--- config.mk ---
export PLATFORM = sky130hd
export DESIGN_NAME = xeip_top
export DESIGN_NICKNAME = d
export VERILOG_FILES = /design/src/design/xeip_top.v
export VERILOG_INCLUDE_DIRS = /design/src /design/src/design
export SDC_FILE = /design/constraint.sdc
export NUM_CORES = 1
export LEC_CHECK = 0
export BUFFER_PORTS_ARGS = -buffer_cell sky130_fd_sc_hd__buf_4
export CORE_ASPECT_RATIO = 1.25
export CORE_MARGIN = 3
export CORE_UTILIZATION = 36
export CTS_CLUSTER_DIAMETER = 80
export DETAILED_ROUTE_END_ITERATION = 7
export GPL_TIMING_DRIVEN = 0
export PLACE_DENSITY = 0.59
export SLEW_MARGIN = 20
export SYNTH_ARGS = -nofsm -noshare
export SYNTH_HDL_FRONTEND = slang
export SYNTH_SLANG_ARGS = --single-unit
--- constraint.sdc ---
create_clock -name clk -period 2.35 [get_ports clk]
set_clock_uncertainty 0.2 [all_clocks]
set_input_delay 0.47 -clock clk [delete_from_list [all_inputs] [get_ports clk]]
set_output_delay 0.47 -clock clk [all_outputs]
set_load 0.05 [all_outputs]
--- src/design/xeip_regs.vh ---
`ifndef XEIP_REGS_VH
`define XEIP_REGS_VH
// ====================================================
// Special-function addresses
`define XEIP_CTRL_ADDR 8'hC0
`define XEIP_PORT_ADDR 8'hD8
// ====================================================
// Control register fields
`define XEIP_IRQ2_EDGE_SELECT 0
`define XEIP_IRQ2_PENDING 1
`define XEIP_IRQ2_ENABLE 2
`define XEIP_IRQ2_PRIORITY 3
`define XEIP_IRQ3_EDGE_SELECT 4
`define XEIP_IRQ3_PENDING 5
`define XEIP_IRQ3_ENABLE 6
`define XEIP_IRQ3_PRIORITY 7
// ====================================================
// Reset values
`define XEIP_CTRL_RESET 8'h00
`define XEIP_PORT_RESET 4'hF
// ====================================================
// Vectors of the seven sources
`define XEIP_VEC_EXT0 8'h03
`define XEIP_VEC_TMR0 8'h0B
`define XEIP_VEC_EXT1 8'h13
`define XEIP_VEC_TMR1 8'h1B
`define XEIP_VEC_SER 8'h23
`define XEIP_VEC_IRQ2 8'h33
`define XEIP_VEC_IRQ3 8'h3B
// ====================================================
// Timing
`define XEIP_MC_CYCLES 12
`endif

--- src/design/xeip_top.v ---
// Overview of operation
// - Control register sits at byte 0C0H; every bit set/clear by bit access.
// - Bit address 0C2H enables source 2; bits hold prio, enable, flag, type.
// - Source 2 requests only while its enable bit 2 is set.
// - Source 3 requests only while its enable bit 6 is set.
// - Source 2 priority bit set gives high level, clear gives low.
// - Source 3 priority bit set gives high level, clear gives low.
// - Source 2 type bit set selects falling edge, clear selects low level.
// - Source 3 type bit set selects falling edge, clear selects low level.
// - Edge mode: source 2 pending set by edge, cleared when vectored.
// - Edge mode: source 3 pending set by edge, cleared when vectored.
// - Source 2 vectors to 33H with polling rank 5.
// - Source 3 vectors to 3BH with polling rank 6, lowest.
// - Standard sources vector 03H,0BH,13H,1BH,23H with ranks 0 to 4.
// - Bit-addressable port at byte 0D8H, only low four bits are pins.
// - Port is quasi-bidirectional with pull-ups, latch written, pins read.
// - Port bits 3 and 2 double as the two extra interrupt inputs.
// - Reset sets the port latch to all ones.
// - Reset clears the control register to 00H.
`timescale 1ns/1ps
`include "xeip_regs.vh"
module xeip_top #(
  parameter MC_CYCLES = `XEIP_MC_CYCLES
) (
  // Clock and reset
  input wire clk,
  input wire nrst,
  // Special-function byte access
  input wire [7:0] sfr_addr,
  input wire sfr_wr,
  input wire [7:0] sfr_wdata,
  input wire sfr_rd,
  output reg [7:0] sfr_rdata_ff,
  // Special-function bit access
  input wire [7:0] bit_addr,
  input wire bit_wr,
  input wire bit_wdata,
  output reg bit_rdata_ff,
  // Standard sources: requests and priorities from the core
  input wire [4:0] std_req,
  input wire [4:0] std_prio,
  // Interrupt sequencer handshake
  input wire irq_ack,
  input wire irq_reti,
  output reg irq_req_ff,
  output reg [7:0] irq_vector_ff,
  output reg [2:0] irq_rank_ff,
  // Nibble port pins
  input wire [3:0] port_in,
  output reg [3:0] port_out_ff,
  output reg [3:0] port_oe_ff
);
// ====================================================
// Registers
reg [7:0] ctrl_ff;
reg [7:0] nxt_ctrl;
reg [3:0] latch_ff;
reg [3:0] nxt_latch;
reg [3:0] pin_s1_ff;
reg [3:0] pin_s2_ff;
reg [3:0] pin_d_ff;
reg [3:0] mc_cnt_ff;
reg mc_tick_ff;
reg [1:0] act_ff;
reg [1:0] nxt_act;
wire irq2_lvl;
wire irq3_lvl;
wire irq2_edge;
wire irq3_edge;
wire [6:0] req_all;
wire [6:0] hi_all;
reg [6:0] eligible;
reg [2:0] win_rank;
reg win_found;
reg [7:0] win_vec;
reg [7:0] vec_of;
integer i;
wire [7:0] ctrl_base;
wire [7:0] port_base;
wire ctrl_bit_hit;
wire port_bit_hit;
localparam [2:0] RANK_IRQ2 = 3'h5;
localparam [2:0] RANK_IRQ3 = 3'h6;
// ====================================================
// Pin synchronisers; pin status read back, not the latch
// Third flop only re-times the read path; interrupt logic uses the second
always @(posedge clk) begin
  if (!nrst) begin
    pin_s1_ff <= 4'hF;
    pin_s2_ff <= 4'hF;
    pin_d_ff <= 4'hF;
  end else begin
    pin_s1_ff <= port_in;
    pin_s2_ff <= pin_s1_ff;
    pin_d_ff <= pin_s2_ff;
  end
end
// ====================================================
// Machine cycle tick
// MC_CYCLES above 16 would overflow the 4-bit counter
always @(posedge clk) begin
  if (!nrst) begin
    mc_cnt_ff <= 4'h0;
    mc_tick_ff <= 1'b0;
  end else if (mc_cnt_ff == MC_CYCLES - 1) begin
    mc_cnt_ff <= 4'h0;
    mc_tick_ff <= 1'b1;
  end else begin
    mc_cnt_ff <= mc_cnt_ff + 4'h1;
    mc_tick_ff <= 1'b0;
  end
end
// ====================================================
// Extra interrupt samplers
// Sample held across the machine cycle, so an edge is seen once only
xeip_irq_sampler #(
  .IDLE_LEVEL(1'h1)
) irq2_sampler_inst (
  .clk(clk),
  .nrst(nrst),
  .tick(mc_tick_ff),
  .pin(pin_s2_ff[3]),
  .lvl(irq2_lvl),
  .edge_seen(irq2_edge)
);
xeip_irq_sampler #(
  .IDLE_LEVEL(1'h1)
) irq3_sampler_inst (
  .clk(clk),
  .nrst(nrst),
  .tick(mc_tick_ff),
  .pin(pin_s2_ff[2]),
  .lvl(irq3_lvl),
  .edge_seen(irq3_edge)
);
// ====================================================
// Bit addresses share the upper five bits of their byte address
assign ctrl_base = `XEIP_CTRL_ADDR;
assign port_base = `XEIP_PORT_ADDR;
assign ctrl_bit_hit = (bit_addr[7:3] == ctrl_base[7:3]);
assign port_bit_hit = (bit_addr[7:3] == port_base[7:3]) &
  ~bit_addr[2];
// ====================================================
// Request vector, index is the polling rank
// Level mode passes the live sample; edge mode the pending flag
assign req_all[4:0] = std_req;
assign req_all[5] = ctrl_ff[`XEIP_IRQ2_ENABLE] &
  (ctrl_ff[`XEIP_IRQ2_EDGE_SELECT] ? ctrl_ff[`XEIP_IRQ2_PENDING] :
   irq2_lvl);
assign req_all[6] = ctrl_ff[`XEIP_IRQ3_ENABLE] &
  (ctrl_ff[`XEIP_IRQ3_EDGE_SELECT] ? ctrl_ff[`XEIP_IRQ3_PENDING] :
   irq3_lvl);
assign hi_all[4:0] = std_prio;
assign hi_all[5] = ctrl_ff[`XEIP_IRQ2_PRIORITY];
assign hi_all[6] = ctrl_ff[`XEIP_IRQ3_PRIORITY];
// ====================================================
// Vector table
always @* begin
  vec_of = `XEIP_VEC_EXT0;
  case (win_rank)
    3'h0: vec_of = `XEIP_VEC_EXT0;
    3'h1: vec_of = `XEIP_VEC_TMR0;
    3'h2: vec_of = `XEIP_VEC_EXT1;
    3'h3: vec_of = `XEIP_VEC_TMR1;
    3'h4: vec_of = `XEIP_VEC_SER;
    RANK_IRQ2: vec_of = `XEIP_VEC_IRQ2;
    RANK_IRQ3: vec_of = `XEIP_VEC_IRQ3;
    default: vec_of = `XEIP_VEC_EXT0;
  endcase
  win_vec = vec_of;
end
// ====================================================
// Arbitration: high level first, then lowest rank
// act_ff bit 1: high service running, bit 0: low service running
always @* begin
  eligible = 7'h00;
  win_rank = 3'h0;
  win_found = 1'h0;
  if (!act_ff[1]) begin
    if (|(req_all & hi_all)) begin
      eligible = req_all & hi_all;
    end else if (!act_ff[0]) begin
      eligible = req_all;
    end
  end
  // Downward scan: the last hit is the lowest rank
  for (i = 6; i >= 0; i = i - 1) begin
    if (eligible[i]) begin
      win_rank = i[2:0];
      win_found = 1'b1;
    end
  end
end
// ====================================================
// Service level tracking
// One nesting level: high pre-empts low, nothing pre-empts high
always @* begin
  nxt_act = act_ff;
  if (irq_ack && irq_req_ff) begin
    if (hi_all[irq_rank_ff]) begin
      nxt_act[1] = 1'b1;
    end else begin
      nxt_act[0] = 1'b1;
    end
  end else if (irq_reti) begin
    if (act_ff[1]) begin
      nxt_act[1] = 1'b0;
    end else begin
      nxt_act[0] = 1'b0;
    end
  end
end
always @(posedge clk) begin
  if (!nrst) begin
    act_ff <= 2'b00;
    irq_req_ff <= 1'h0;
    irq_vector_ff <= 8'h00;
    irq_rank_ff <= 3'h0;
  end else begin
    act_ff <= nxt_act;
    if (irq_ack && irq_req_ff) begin
      irq_req_ff <= 1'b0;
    end else begin
      irq_req_ff <= win_found;
      irq_vector_ff <= win_vec;
      irq_rank_ff <= win_rank;
    end
  end
end
// ====================================================
// Control register and port latch, byte and bit access
always @* begin
  nxt_ctrl = ctrl_ff;
  nxt_latch = latch_ff;
  if (sfr_wr && sfr_addr == `XEIP_CTRL_ADDR) begin
    nxt_ctrl = sfr_wdata;
  end
  if (sfr_wr && sfr_addr == `XEIP_PORT_ADDR) begin
    nxt_latch = sfr_wdata[3:0];
  end
  // Bit write after byte write, so the bit write wins a shared cycle
  if (bit_wr && ctrl_bit_hit) begin
    nxt_ctrl[bit_addr[2:0]] = bit_wdata;
  end
  if (bit_wr && port_bit_hit) begin
    nxt_latch[bit_addr[1:0]] = bit_wdata;
  end
  // Vectoring clears edge flags; a new edge in that cycle still wins
  if (irq_ack && irq_req_ff && irq_rank_ff == RANK_IRQ2 &&
      ctrl_ff[`XEIP_IRQ2_EDGE_SELECT]) begin
    nxt_ctrl[`XEIP_IRQ2_PENDING] = 1'b0;
  end
  if (irq_ack && irq_req_ff && irq_rank_ff == RANK_IRQ3 &&
      ctrl_ff[`XEIP_IRQ3_EDGE_SELECT]) begin
    nxt_ctrl[`XEIP_IRQ3_PENDING] = 1'b0;
  end
  if (irq2_edge && ctrl_ff[`XEIP_IRQ2_EDGE_SELECT]) begin
    nxt_ctrl[`XEIP_IRQ2_PENDING] = 1'b1;
  end
  if (irq3_edge && ctrl_ff[`XEIP_IRQ3_EDGE_SELECT]) begin
    nxt_ctrl[`XEIP_IRQ3_PENDING] = 1'b1;
  end
end
always @(posedge clk) begin
  if (!nrst) begin
    ctrl_ff <= `XEIP_CTRL_RESET;
    latch_ff <= `XEIP_PORT_RESET;
  end else begin
    ctrl_ff <= nxt_ctrl;
    latch_ff <= nxt_latch;
  end
end
// ====================================================
// Read path: registered, one cycle after the strobe
always @(posedge clk) begin
  if (!nrst) begin
    sfr_rdata_ff <= 8'h00;
    bit_rdata_ff <= 1'b0;
  end else begin
    if (sfr_rd) begin
      if (sfr_addr == `XEIP_CTRL_ADDR) begin
        sfr_rdata_ff <= ctrl_ff;
      end else if (sfr_addr == `XEIP_PORT_ADDR) begin
        sfr_rdata_ff <= {4'h0, pin_d_ff};
      end else begin
        sfr_rdata_ff <= 8'h00;
      end
    end
    // Bit read data follows bit_addr every cycle, no strobe needed
    if (ctrl_bit_hit) begin
      bit_rdata_ff <= ctrl_ff[bit_addr[2:0]];
    end else if (port_bit_hit) begin
      bit_rdata_ff <= pin_d_ff[bit_addr[1:0]];
    end else begin
      bit_rdata_ff <= 1'b0;
    end
  end
end
// ====================================================
// Quasi-bidirectional drive: pull low strongly, release for a one
// Simplified: no brief strong-high pulse on a 0-to-1 change
always @(posedge clk) begin
  if (!nrst) begin
    port_out_ff <= 4'h0;
    port_oe_ff <= 4'h0;
  end else begin
    port_out_ff <= 4'h0;
    port_oe_ff <= ~nxt_latch;
  end
end
endmodule // xeip_top

// ====================================================
// One extra interrupt input: machine-cycle sample and edge strobe
module xeip_irq_sampler #(
  parameter [0:0] IDLE_LEVEL = 1'h1
) (
  // Clock and reset
  input wire clk,
  input wire nrst,
  // Machine-cycle tick and synchronised pin level
  input wire tick,
  input wire pin,
  // Low-level request and falling-edge strobe
  output wire lvl,
  output wire edge_seen
);
reg smp_ff;
reg lvl_ff;
// Previous sample starts at the idle level, so reset gives no false edge
always @(posedge clk) begin
  if (!nrst) begin
    smp_ff <= IDLE_LEVEL;
    lvl_ff <= ~IDLE_LEVEL;
  end else if (tick) begin
    smp_ff <= pin;
    lvl_ff <= ~pin;
  end
end
// Level mode follows the sample and is never latched
assign lvl = lvl_ff;
assign edge_seen = tick & smp_ff & ~pin;
endmodule // xeip_irq_sampler

# After elaboration in Yosys (flattened, before gate mapping)
# Index checks and enable logic that the tools add are counted.
# word_totals
elab_cells	123
register_bits	60
# op_classes
mux	50
order_cmp	5
addsub	1
n_bitwise	13
n_eq_ne	16
reduce_logical	19
# op_table
cell	n
one-hot mux 6 bit (6 select lines)	1
2-to-1 mux 1 bit	24
2-to-1 mux 8 bit	3
2-to-1 mux 3 bit	7
2-to-1 mux 7 bit	3
equality test 8 bit, second input constant	2
equality test 3 bit, second input constant	5
logical AND 1 bit	13
2-to-1 mux 4 bit	3
equality test 5 bit, second input constant	2
bitwise mux 8 bit	1
< comparator 3 x 4 -> 1 bit, second input constant	2
AND 1 bit	7
AND 7 bit	1
OR reduction 7 bit	1
binary-select mux 1 bit (select 3 bit)	2
equality test 3 x 2 -> 1 bit, second input constant	2
adder 4 x 1 -> 4 bit, second input constant	1
bitwise mux 4 bit	1
equality test 4 bit, second input constant	1
2-to-1 mux 2 bit	2
inequality test 2 x 1 -> 1 bit, second input constant	2
inverter 1 bit	4
inverter 4 bit	1
12 further kinds	13

# Longest topological paths before layout
# Gate-level depths: netlist (run 1).
# depth
ltp_word	15
depth_mapped	8

# By module
# A second synthesis (run 1) with hierarchy kept.
# hier_totals
hier_cells	305
area_unflattened_um2	2733.9
# by_module_without_submodules
module	cells_per_inst	area_per_inst_um2	instances
xeip_top	289	2583.7	1
xeip_irq_sampler	8	75.1	2

# Worst setup path before layout (run 1)
# OpenSTA, ideal clock, no wires.
# synth_path
path_type	input port to flip-flop
from	in sfr_addr[2]
to	reg ctrl_ff[1]
n_path_buf	1
t_arrival_ns	1.780
path_slack_ns	0.238
path_stages	8
path_cell_list	nor4_1 > and4_1 > buf_2 > nand2_2 > mux2_2 > mux2i_1 > a31o_2 > a21oi_1
# synth_between
elab_chain_cells	7
# synth_rtl
item	line_no	text
from (decl)	xeip_top.v:29	input wire [7:0] sfr_addr,
equality test 8 bit (no line) (*)	n/a	
logical AND 1 bit (no line) (*)	n/a	
2-to-1 mux 8 bit (*)	xeip_top.v:235	if (sfr_wr && sfr_addr == `XEIP_CTRL_ADDR) begin
bitwise mux 8 bit	xeip_top.v:243	nxt_ctrl[bit_addr[2:0]] = bit_wdata;
2-to-1 mux 8 bit (*)	xeip_top.v:242	if (bit_wr && ctrl_bit_hit) begin
2-to-1 mux 1 bit (*)	xeip_top.v:249	if (irq_ack && irq_req_ff && irq_rank_ff == RANK_IRQ2 &&
2-to-1 mux 1 bit (*)	xeip_top.v:257	if (irq2_edge && ctrl_ff[`XEIP_IRQ2_EDGE_SELECT]) begin
to (signal assigned)	xeip_top.v:266	ctrl_ff <= `XEIP_CTRL_RESET;
to (signal assigned)	xeip_top.v:269	ctrl_ff <= nxt_ctrl;
to (decl)	xeip_top.v:55	reg [7:0] ctrl_ff;
# Mark *: on every way between the ends. The rest lies on a longest branch, timed or not.
# A chain may end at the register's enable or synchronous reset.

# Worst setup path in the final report (run 1)
# layout_path
from	reg ctrl_ff[0]
to	reg irq_vector_ff[4]
# layout_between
elab_chain_cells	15
word_cells_on_any_way	21
classes_between	eq/ne: 6; mux: 12; bitwise: 2; reduce/logical: 1
# layout_rtl
item	line_no	text
2-to-1 mux 1 bit (*)	xeip_top.v:148	(ctrl_ff[`XEIP_IRQ2_EDGE_SELECT] ? ctrl_ff[`XEIP_IRQ2_PENDING] :
AND 1 bit (*)	xeip_top.v:147	assign req_all[5] = ctrl_ff[`XEIP_IRQ2_ENABLE] &
AND 7 bit	xeip_top.v:180, xeip_top.v:181	
OR reduction 7 bit	xeip_top.v:180	if (|(req_all & hi_all)) begin
2-to-1 mux 7 bit (*)	xeip_top.v:180	
2-to-1 mux 7 bit (*)	xeip_top.v:179	if (!act_ff[1]) begin
2-to-1 mux 3 bit (6 in a row)	xeip_top.v:188	if (eligible[i]) begin
2-to-1 mux 3 bit (*)	xeip_top.v:188	
equality test 3 bit (tied with other cells)	xeip_top.v:160	case (win_rank)
one-hot mux 6 bit (6 select lines) (*)	xeip_top.v:160	
to (signal assigned)	xeip_top.v:225	irq_vector_ff <= win_vec;
to (decl)	xeip_top.v:46	output reg [7:0] irq_vector_ff,
# Marks and branches as above.

==> flow_metrics.tcl, run 1 <==
set metrics [dict create \
    run_status "finished, final reports clean" \
    cts-htree-levels 2 \
    cp-start-kind "flop" \
    tightest_slew_ns 0.547 \
    drive_gt1_share_pct 27.6 \
    synthArstFlopShare_pct 0 \
    seqCellArea_um2 1130 \
    crit_buf_inv 0 \
    finalWirelength_um 6880 \
    cts.sinks 56 \
    whs_path_depth 2 \
    start_util_pct 37.2 \
    grt_max_degree 19 \
    fin_nets 433 \
    cts_made_buffers 5 \
    p_comb_share_pct 17.8 \
    ys_types 54 \
    yosysWarningCount 0 \
    antennaDiodeCount 0 \
    yosys.cell_count.top_type "dfxtp_1" \
    ys_top_cells_by_area "dfxtp_1, nand2b_1, a21oi_1, mux2i_1, nand2_1" \
    netlist.top_cell.by_area "dfxtp_1" \
    ys_ff_latch 56 \
    dr.pass1.iters 4 \
    max_freq_ghz 0.459 \
    internal-power_mw 1.33 \
    grt_pass1_vias 2366 \
    synthFlopType "dfxtp_1" \
    critical_path.top_delay_family "compound AO/OA/AOI/OAI gates" \
    place_inst 471 \
    cpMostUsedCell "a21oi_1" \
    hold_viol 0 \
    rows 35 \
    drtIter0Drc 119 \
    clk_path_buf_depth 2 \
    die_w_um 84.5 \
    fillers 764 \
    synth_common_cells "dfxtp_1, a21oi_1, nand2_1" \
    maxCapViolCount 0 \
    cts_tree "yes" \
    power_frac_clock_pct 29.2 \
    arrival_ns 2.18 \
    fin_crit_ns 2.18 \
    p_sw_share_pct 29.1 \
    worstSetupPathDepth 7 \
    synth_top_area_share_pct 40.4 \
    crit_path_end_kind "flop" \
    synth_edf_count 0 \
    overflow 0 \
    ant_nets 0 \
    p_seq_share_pct 53.0 \
    rsz0062_at_grt "false" \
    yosysSeqAreaShare_pct 40.4 \
    vias 2443 \
    path_cells "mux2_4 -> o2bb2ai_4 -> or3_4 -> a21oi_4 -> o32ai_2 -> a21oi_1 -> a21oi_1" \
    max_stage_delay_ns 0.43 \
    antenna_found_initial 0 \
    grt_pass1_wl_um 11300 \
    multi_input_area_um2 1570 \
    die_area_um2 8800 \
    syn_area_per_cell_um2 9.03 \
    portBuffers 66 \
    ir_drop_v 0.000350 \
    worstPathMaxFanout 6 \
    synthCells 307 \
    critPathSlowestCell "or3_4" \
    setup_tns_ns 0 \
    hp-class "primary input to flop" \
    worstPathRequired_ns 2.36 \
    syn_area_um2 2770 \
    hpwl_um 5340 \
    clock_latency_ns 0.31 \
    cts.clk_slew.worst_paths_ns 0.11 \
    post_drt_wl_per_cell_um 14.4 \
    final.period_utilization_pct 92.6 \
    setup_violations 0 \
    die_h_um 104 \
    p_leak_nw 1.46 \
    core_um2 7440 \
    gp_congestion 0.816 \
    syn2layout_area_growth_pct 26.8 \
    grt.total_usage_pct 15.7 \
    power.density_nw_per_um2 535 \
    clockRootBuffer "clkbuf_8" \
    slew_viol_final 0 \
    io_pins 75 \
    critPathKind "flop to flop" \
    relSlewSlack_pct 63.5 \
    reg2reg_depth 7 \
    final_cell_count_no_fill 479 \
    switchingPower_mw 0.547 \
    postCtsSetupBuffers 0 \
    drc 0 \
    vias_per_cell 5.10 \
]
==> metal layers <==
metal  global-route usage, %  part of all wire (%)
met1                    21.1                    45
met2                    25.4                    49
met3                    2.38                   4.5
met4                    5.54                   1.6
met5                       0                     0
==> power groups by stage <==
stage                     combinational, mW  clock [mW]  sequential [mW]
after CTS                             0.335       0.566            0.997
final                                 0.335       0.549            0.996
after detailed placement              0.334           0             1.02
after global routing                  0.365       0.594            0.999
after floorplan                       0.174           0             1.05
after global placement                0.331           0             1.02
==> cells in the final DEF (no fill, tap or decap), types with 4 or more instances in the layout <==
cell       n
nand4_1    5
nor3_1     5
mux2i_1   13
conb_1     7
o211ai_1   5
nand3_1   16
o311a_1    5
inv_1      4
nand2_1   30
nor2_1    20
clkbuf_1  10
clkbuf_8   5
o21ai_0   12
dfxtp_1   54
a21oi_1   30
and2_1     7
nand2b_1  29
buf_4     74
==> sequential cells by signal, indices dropped and copies added, names as in the netlist <==
| signal | flops |
|---|---|
| latch_ff | 4 |
| pin_d_ff | 4 |
| irq2_sampler_inst.lvl | 1 |
| pin_s1_ff | 4 |
| bit_rdata_ff | 1 |
| pin_s2_ff | 4 |
| port_oe_ff | 4 |
| mc_cnt_ff | 4 |
| irq2_sampler_inst.smp_ff | 1 |
| act_ff | 2 |
| irq3_sampler_inst.lvl | 1 |
| irq3_sampler_inst.smp_ff | 1 |
| irq_req_ff | 1 |
| mc_tick_ff | 1 |
| irq_vector_ff | 4 |
| sfr_rdata_ff | 8 |
| ctrl_ff | 8 |
| irq_rank_ff | 3 |
==> timing repair <==
item,4_1_cts,5_1_grt
hold buffers,0,0
setup endpoints to repair,0,7
resized for setup,0,6
==> per-stage QoR <==
stage	hold slack [ns]	setup slack (ns)	power, mW	utilization, %	area, um2
finish	0.127	0.173	1.88	47.2	3510
global route	0.123	0.0157	1.96	47.2	3510
CTS	0.121	0.0172	1.90	47.0	3500
detailed placement	0.194	-0.162	1.35	45.7	3410
global placement	0.188	-0.119	1.35	45.7	3410
floorplan	0.186	0.238	1.22	-	2800
==> final cells by class <==
type,count,area share (%)
inverters,4,0.427
well taps,92,3.28
flip-flops and latches,56,32.0
plain buffers,19,2.92
repair buffers,66,14.1
clock inverters,2,0.498
clock buffers,6,2.06
multi-input cells,234,44.7
==> worst register-to-register path, delay by kind of cell, from the launching register on <==
kind            cells  cell delay [ns]
flops               1             0.40
mux                 1             0.34
compound gates      5             0.71
simple gates        1             0.43
==> logic make-up (layout without fill, tap and decap cells) <==
family / count (synthesis) / count (layout) / synth area share, %
compound gates: 72 / 72 / 18.7
xor+xnor: 1 / 1 / 0.316
fa+ha+maj: 1 / 1 / 0.451
buf+inv: 23 / 97 / 4.24
flops: 56 / 56 / 40.4
mux: 21 / 21 / 9.93
other cells: 1 / 7 / 0.135
simple gates: 132 / 132 / 25.8
==> final timing paths <==
| check | start | endpoint | slack (ns) |
|---|---|---|---|
| max | ctrl_ff[0] | irq_vector_ff[4] | 0.17 |
| min | port_in[3] | pin_s1_ff[3] | 0.13 |
| max reg2reg | ctrl_ff[0] | irq_vector_ff[4] | 0.17 |
| min reg2reg | pin_s1_ff[0] | pin_s2_ff[0] | 0.22 |
No activity file was read; power rests on OpenSTA's default activity.
==> run 2: changes to the inputs <==
--- a/config.mk
+++ b/config.mk
@@ -6,14 +6,14 @@
 export SDC_FILE = /design/constraint.sdc
 export NUM_CORES = 1
 export LEC_CHECK = 0
-export BUFFER_PORTS_ARGS = -buffer_cell sky130_fd_sc_hd__buf_4
 export CORE_ASPECT_RATIO = 1.25
 export CORE_MARGIN = 3
 export CORE_UTILIZATION = 36
 export CTS_CLUSTER_DIAMETER = 80
 export DETAILED_ROUTE_END_ITERATION = 7
+export DONT_BUFFER_PORTS = 1
 export GPL_TIMING_DRIVEN = 0
-export PLACE_DENSITY = 0.59
+export PLACE_DENSITY = 0.51
 export SLEW_MARGIN = 20
 export SYNTH_ARGS = -nofsm -noshare
 export SYNTH_HDL_FRONTEND = slang
==> run 2 against run 1 <==
Against the previous run: maximum frequency down 3.7%; count of clock-buffer cells in the layout up 1; clock power up 1%; final cell count down 14%; global-route usage up 0.61 points.
==> flow_metrics.tcl, run 2 (same netlist as run 1, synthesis figures left out) <==
set metrics [dict create \
    run_status "finished, final reports clean" \
    final_cell_mix "dfxtp_1, nand2_1, a21oi_1, nand2b_1, nor2_1" \
    drc 0 \
    top_regs "ctrl_ff: 8 flops, sfr_rdata_ff: 8 flops" \
    clockRootBuffer "clkbuf_8" \
    setup_violations 0 \
    power.density_nw_per_um2 595 \
    p_sw_share_pct 28.0 \
    hold_viol 0 \
    arrival_ns 2.26 \
    slew_viol_final 0 \
    die_area_um2 8800 \
    antenna_found_initial 0 \
    grt.total_usage_pct 16.3 \
    grt_use_met1_pct 19.1 \
    switchingPower_mw 0.505 \
    grt_pass1_vias 2295 \
    drive_gt1_share_pct 12.8 \
    internal-power_mw 1.29 \
    fin_nets 367 \
    clock_latency_ns 0.31 \
    io_pins 75 \
    final_util_pct 40.6 \
    cp-start-kind "flop" \
    fin_crit_ns 2.26 \
    worstPathRequired_ns 2.35 \
    finalWirelength_um 6920 \
    syn2layout_area_growth_pct 8.98 \
    grt_max_degree 17 \
    antennaDiodeCount 0 \
    gp_congestion 0.832 \
    cts.sinks 56 \
    vias_per_cell 5.37 \
    tightest_slew_ns 0.706 \
    cts-htree-levels 2 \
    hp-class "primary input to flop" \
    rows 35 \
    worstPathMaxFanout 6 \
    vias 2218 \
    overflow 0 \
    ir_drop_v 0.000288 \
    use_met3_pct 4.04 \
    top_usage_layer "met2" \
    postCtsSetupBuffers 0 \
    core_um2 7440 \
    met2_usage_pct 29.2 \
    setup.worst_path.start "ctrl_ff[0]" \
    start_util_pct 37.2 \
    cts_made_buffers 5 \
    post_drt_wl_per_cell_um 16.8 \
    die_w_um 84.5 \
    cts.clk_slew.worst_paths_ns 0.10 \
    grt_pass1_wl_um 11600 \
    fillers 781 \
    layout_commonest_cell "dfxtp_1" \
    r2r_start "ctrl_ff[0]" \
    portBuffers 0 \
    r2r_slack_ns 0.09 \
    reg2reg_depth 7 \
    clk_path_buf_depth 2 \
    power.total_mw 1.80 \
    p_seq_share_pct 57.5 \
    final.period_utilization_pct 96.2 \
    max_freq_ghz 0.443 \
    p_leak_nw 1.13 \
    p_comb_share_pct 11.7 \
    cts-hold-fix-buffers 0 \
    ant_nets 0 \
    power_frac_clock_pct 30.8 \
    regToRegEndpoint "irq_vector_ff[4]" \
    crit_end "irq_vector_ff[4]" \
    critPathKind "flop to flop" \
    drtIter0Drc 106 \
    crit_path_end_kind "flop" \
    maxCapViolCount 0 \
    hpwl_um 5320 \
    dr.pass1.iters 4 \
    cts_tree "yes" \
    rsz0062_at_grt "true" \
    relSlewSlack_pct 52.9 \
    die_h_um 104 \
]
## run 2: cell types whose count changed in the layout (fill, tap and decap cells not counted), sizes merged
cell	delta
clkinvlp	+1
inv	-2
clkbuf	+1
buf	-66
## run 2: routing by layer
layer	part of all wire (%)	up-vias
met2	53	45
met5	0	-
met4	0.91	0
li1	-	1114
met3	5.5	5
met1	40	1054
## run 2: per-stage QoR
step                cell area, um2  setup WS, ns  std cells  hold WS [ns]  TNS (ns)
CTS                           3010        0.0330        413        0.0251         0
global route                  3020      -0.00327        413        0.0141  -0.00327
global placement              2910      -0.00504        405         0.188  -0.00504
floorplan                     2800         0.238        313         0.186         0
finish                        3020        0.0904        413        0.0259         0
detailed placement            2910       -0.0288        405         0.193   -0.0438
## run 2: cell type report
class	instances	area, um2	area share [%]
Inverter	4	15.0	0.497
Sequential cell	56	1120	37.2
Clock inverter	1	7.51	0.248
Tap cell	92	115	3.81
Clock buffer	7	86.3	2.86
Multi-Input combinational cell	234	1570	52.0
Buffer	19	103	3.40
## run 2: worst min path at each step
stage | startpoint | end | slack (ns) | cells after the start
3_3_place_gp | pin_s1_ff[0] | pin_s2_ff[0] | 0.19 | 1
4_1_cts | nrst | pin_s1_ff[2] | 0.03 | 1
6_report | nrst | pin_s1_ff[1] | 0.03 | 1
2_1_floorplan | pin_s2_ff[0] | pin_d_ff[0] | 0.19 | 1
5_1_grt | nrst | pin_s1_ff[2] | 0.01 | 1
3_5_place_dp | pin_s2_ff[0] | pin_d_ff[0] | 0.19 | 1
## run 2: power groups by stage
| stage | combinational, mW | clock [mW] | sequential, mW |
|---|---|---|---|
| floorplan | 0.174 | 0 | 1.05 |
| global placement | 0.206 | 0 | 1.06 |
| finish | 0.211 | 0.555 | 1.03 |
| global route | 0.234 | 0.616 | 1.04 |
| CTS | 0.209 | 0.575 | 1.03 |
| detailed placement | 0.208 | 0 | 1.06 |
## run 2: what timing repair did
action | in CTS | in global routing
pin swaps | 0 | 0
endpoints found under the hold margin | 0 | 0
gates cloned | 0 | 0
setup endpoints to repair | 1 | 4
resized for setup | 2 | 3
## run 2: critical path, stage by stage, from the launching register on
cell       delay (ns)
dfxtp_2          0.41
mux2_4           0.36
o2bb2ai_4        0.18
or3_4            0.43
a21oi_4          0.18
o32ai_2          0.12
a21oi_1          0.18
a21oi_1          0.09
==> run 3: changes to the inputs <==
==> constraint.sdc (replaced) <==
create_clock -name clk -period 2.35 [get_ports clk]
set_clock_uncertainty 0.2 [all_clocks]
set_input_delay 0.235 -clock clk [delete_from_list [all_inputs] [get_ports clk]]
set_output_delay 0.235 -clock clk [all_outputs]
set_load 0.05 [all_outputs]
==> run 3 against run 2 <==
Against the previous run: final cell count rose by 3.6%; die area did not move; non-clock buffer count rose by 15; clock power rose by 0.9%; sequential share of layout area fell by 1.8 points; sequential power barely moved; count of clock-buffer cells in the layout did not move; first-iteration DRC count rose by 8.5%.
==> flow_metrics.tcl, run 3 (same netlist as run 1, synthesis figures left out) <==
set metrics [dict create \
    critPathSlowestCell "or3_4" \
    clock_latency_ns 0.31 \
    r2r_start "ctrl_ff[0]" \
    grt.total_usage_pct 16.8 \
    design_area_um2 3170 \
    power.density_nw_per_um2 576 \
    hold-worst-slack_ns 0.00764 \
    setup.worst_path.start "ctrl_ff[0]" \
    cp-start-kind "flop" \
    cts-htree-levels 2 \
    setup_violations 0 \
    ant_nets 0 \
    ir_drop_v 0.000287 \
    syn2layout_area_growth_pct 14.4 \
    gp_congestion 0.832 \
    final.period_utilization_pct 96.2 \
    arrival_ns 2.26 \
    fin_nets 382 \
    r2r_slack_ns 0.09 \
    die_w_um 84.5 \
    hp-class "primary input to flop" \
    grt_pass1_vias 2385 \
    max_freq_ghz 0.442 \
    die_area_um2 8800 \
    setup_tns_ns 0 \
    cts.sinks 56 \
    antennaDiodeCount 0 \
    postCtsSetupBuffers 0 \
    cts_made_buffers 5 \
    antenna_found_initial 0 \
    drive_gt1_share_pct 12.2 \
    regToRegEndpoint "irq_vector_ff[4]" \
    placed_area_um2 2910 \
    cts.clk_slew.worst_paths_ns 0.10 \
    tightest_slew_ns 0.707 \
    reg2reg_depth 7 \
    layout_commonest_cell "dfxtp_1" \
    hold_viol 0 \
    fin_crit_ns 2.26 \
    final_cell_mix "dfxtp_1, nand2_1, a21oi_1, nand2b_1, nor2_1" \
    overflow 0 \
    critPathKind "flop to flop" \
    clockRootBuffer "clkbuf_8" \
    power.total_mw 1.83 \
    io_pins 75 \
    crit_end "irq_vector_ff[4]" \
    rows 35 \
    rsz0062_at_grt "true" \
    core_um2 7440 \
    cpMostUsedCell "a21oi_1" \
    run_status "finished, final reports clean" \
    vias 2289 \
    worstPathMaxFanout 6 \
    grt_pass1_wl_um 12000 \
    grt_max_degree 17 \
    hpwl_um 5320 \
    dr.pass1.iters 4 \
    maxCapViolCount 0 \
    vias_per_cell 5.35 \
    crit_path_end_kind "flop" \
    cts_tree "yes" \
    clk_path_buf_depth 2 \
    post_drt_wl_per_cell_um 16.6 \
    slew_viol_final 0 \
    max_stage_delay_ns 0.43 \
    worstPathRequired_ns 2.35 \
    relSlewSlack_pct 52.8 \
    top_regs "ctrl_ff: 8 flops, sfr_rdata_ff: 8 flops" \
    start_util_pct 37.2 \
    portBuffers 0 \
    drtIter0Drc 115 \
    die_h_um 104 \
    p_leak_nw 1.19 \
    drc 0 \
    finalWirelength_um 7120 \
    path_cells "mux2_4 -> o2bb2ai_4 -> or3_4 -> a21oi_4 -> o32ai_2 -> a21oi_1 -> a21oi_1" \
]
## run 3: metal layers
| metal | vias up | wire length [um] | track usage [%] |
|---|---|---|---|
| met3 | 7 | 327 | 3.80 |
| met5 | - | 0 | 0 |
| li1 | 1144 | - | - |
| met1 | 1094 | 2950 | 19.5 |
| met2 | 44 | 3740 | 30.2 |
| met4 | 0 | 92 | 4.86 |
## run 3: through the flow
stage / setup slack (ns) / cells / util (%)
floorplan: 0.278 / 313 / -
global placement: -0.00504 / 405 / 39.1
detailed placement: -0.00930 / 405 / 39.1
CTS: 0.0330 / 428 / 42.4
global route: -0.00327 / 428 / 42.6
finish: 0.0898 / 428 / 42.6
## run 3: critical path, delay by kind of cell (launching register included)
family | cells | cell delay [ns]
DFF | 1 | 0.41
muxes | 1 | 0.36
and+or+nand+nor | 1 | 0.43
AOI/OAI and AO/OA | 5 | 0.75
## run 3: worst min path at each step
stage                            start             end  slack, ns  cells past startpoint
after floorplan                   nrst    pin_s1_ff[1]       0.11                      1
after global placement            nrst    pin_s1_ff[2]       0.11                      1
after detailed placement          nrst    pin_s1_ff[2]       0.11                      1
after CTS                  std_prio[0]  irq_rank_ff[0]      0.002                      3
after global routing      sfr_wdata[2]      ctrl_ff[2]       0.02                      3
final                     sfr_wdata[3]     latch_ff[3]      0.008                      4
## run 3: cell type report
type | instances | area [um2]
plain buffers | 19 | 103
multi-input cells | 234 | 1570
inverters | 4 | 15.0
flip-flops and latches | 56 | 1120
well taps | 92 | 115
clock buffers | 7 | 86.3
clock inverters | 1 | 7.51
fillers | 768 | 4270
repair buffers | 15 | 150
## run 3: power breakdown
part	leakage [nW]	internal, mW	switching (mW)
Sequential	0.457	0.975	0.0593
Combinational	0.687	0.0961	0.137
Clock	0.0445	0.241	0.319
## run 3: what timing repair did
item | 4_1_cts | 5_1_grt
setup endpoints to repair | 1 | 4
hold endpoints to repair | 22 | 0
hold buffers | 15 | 0
gates resized for setup | 2 | 3
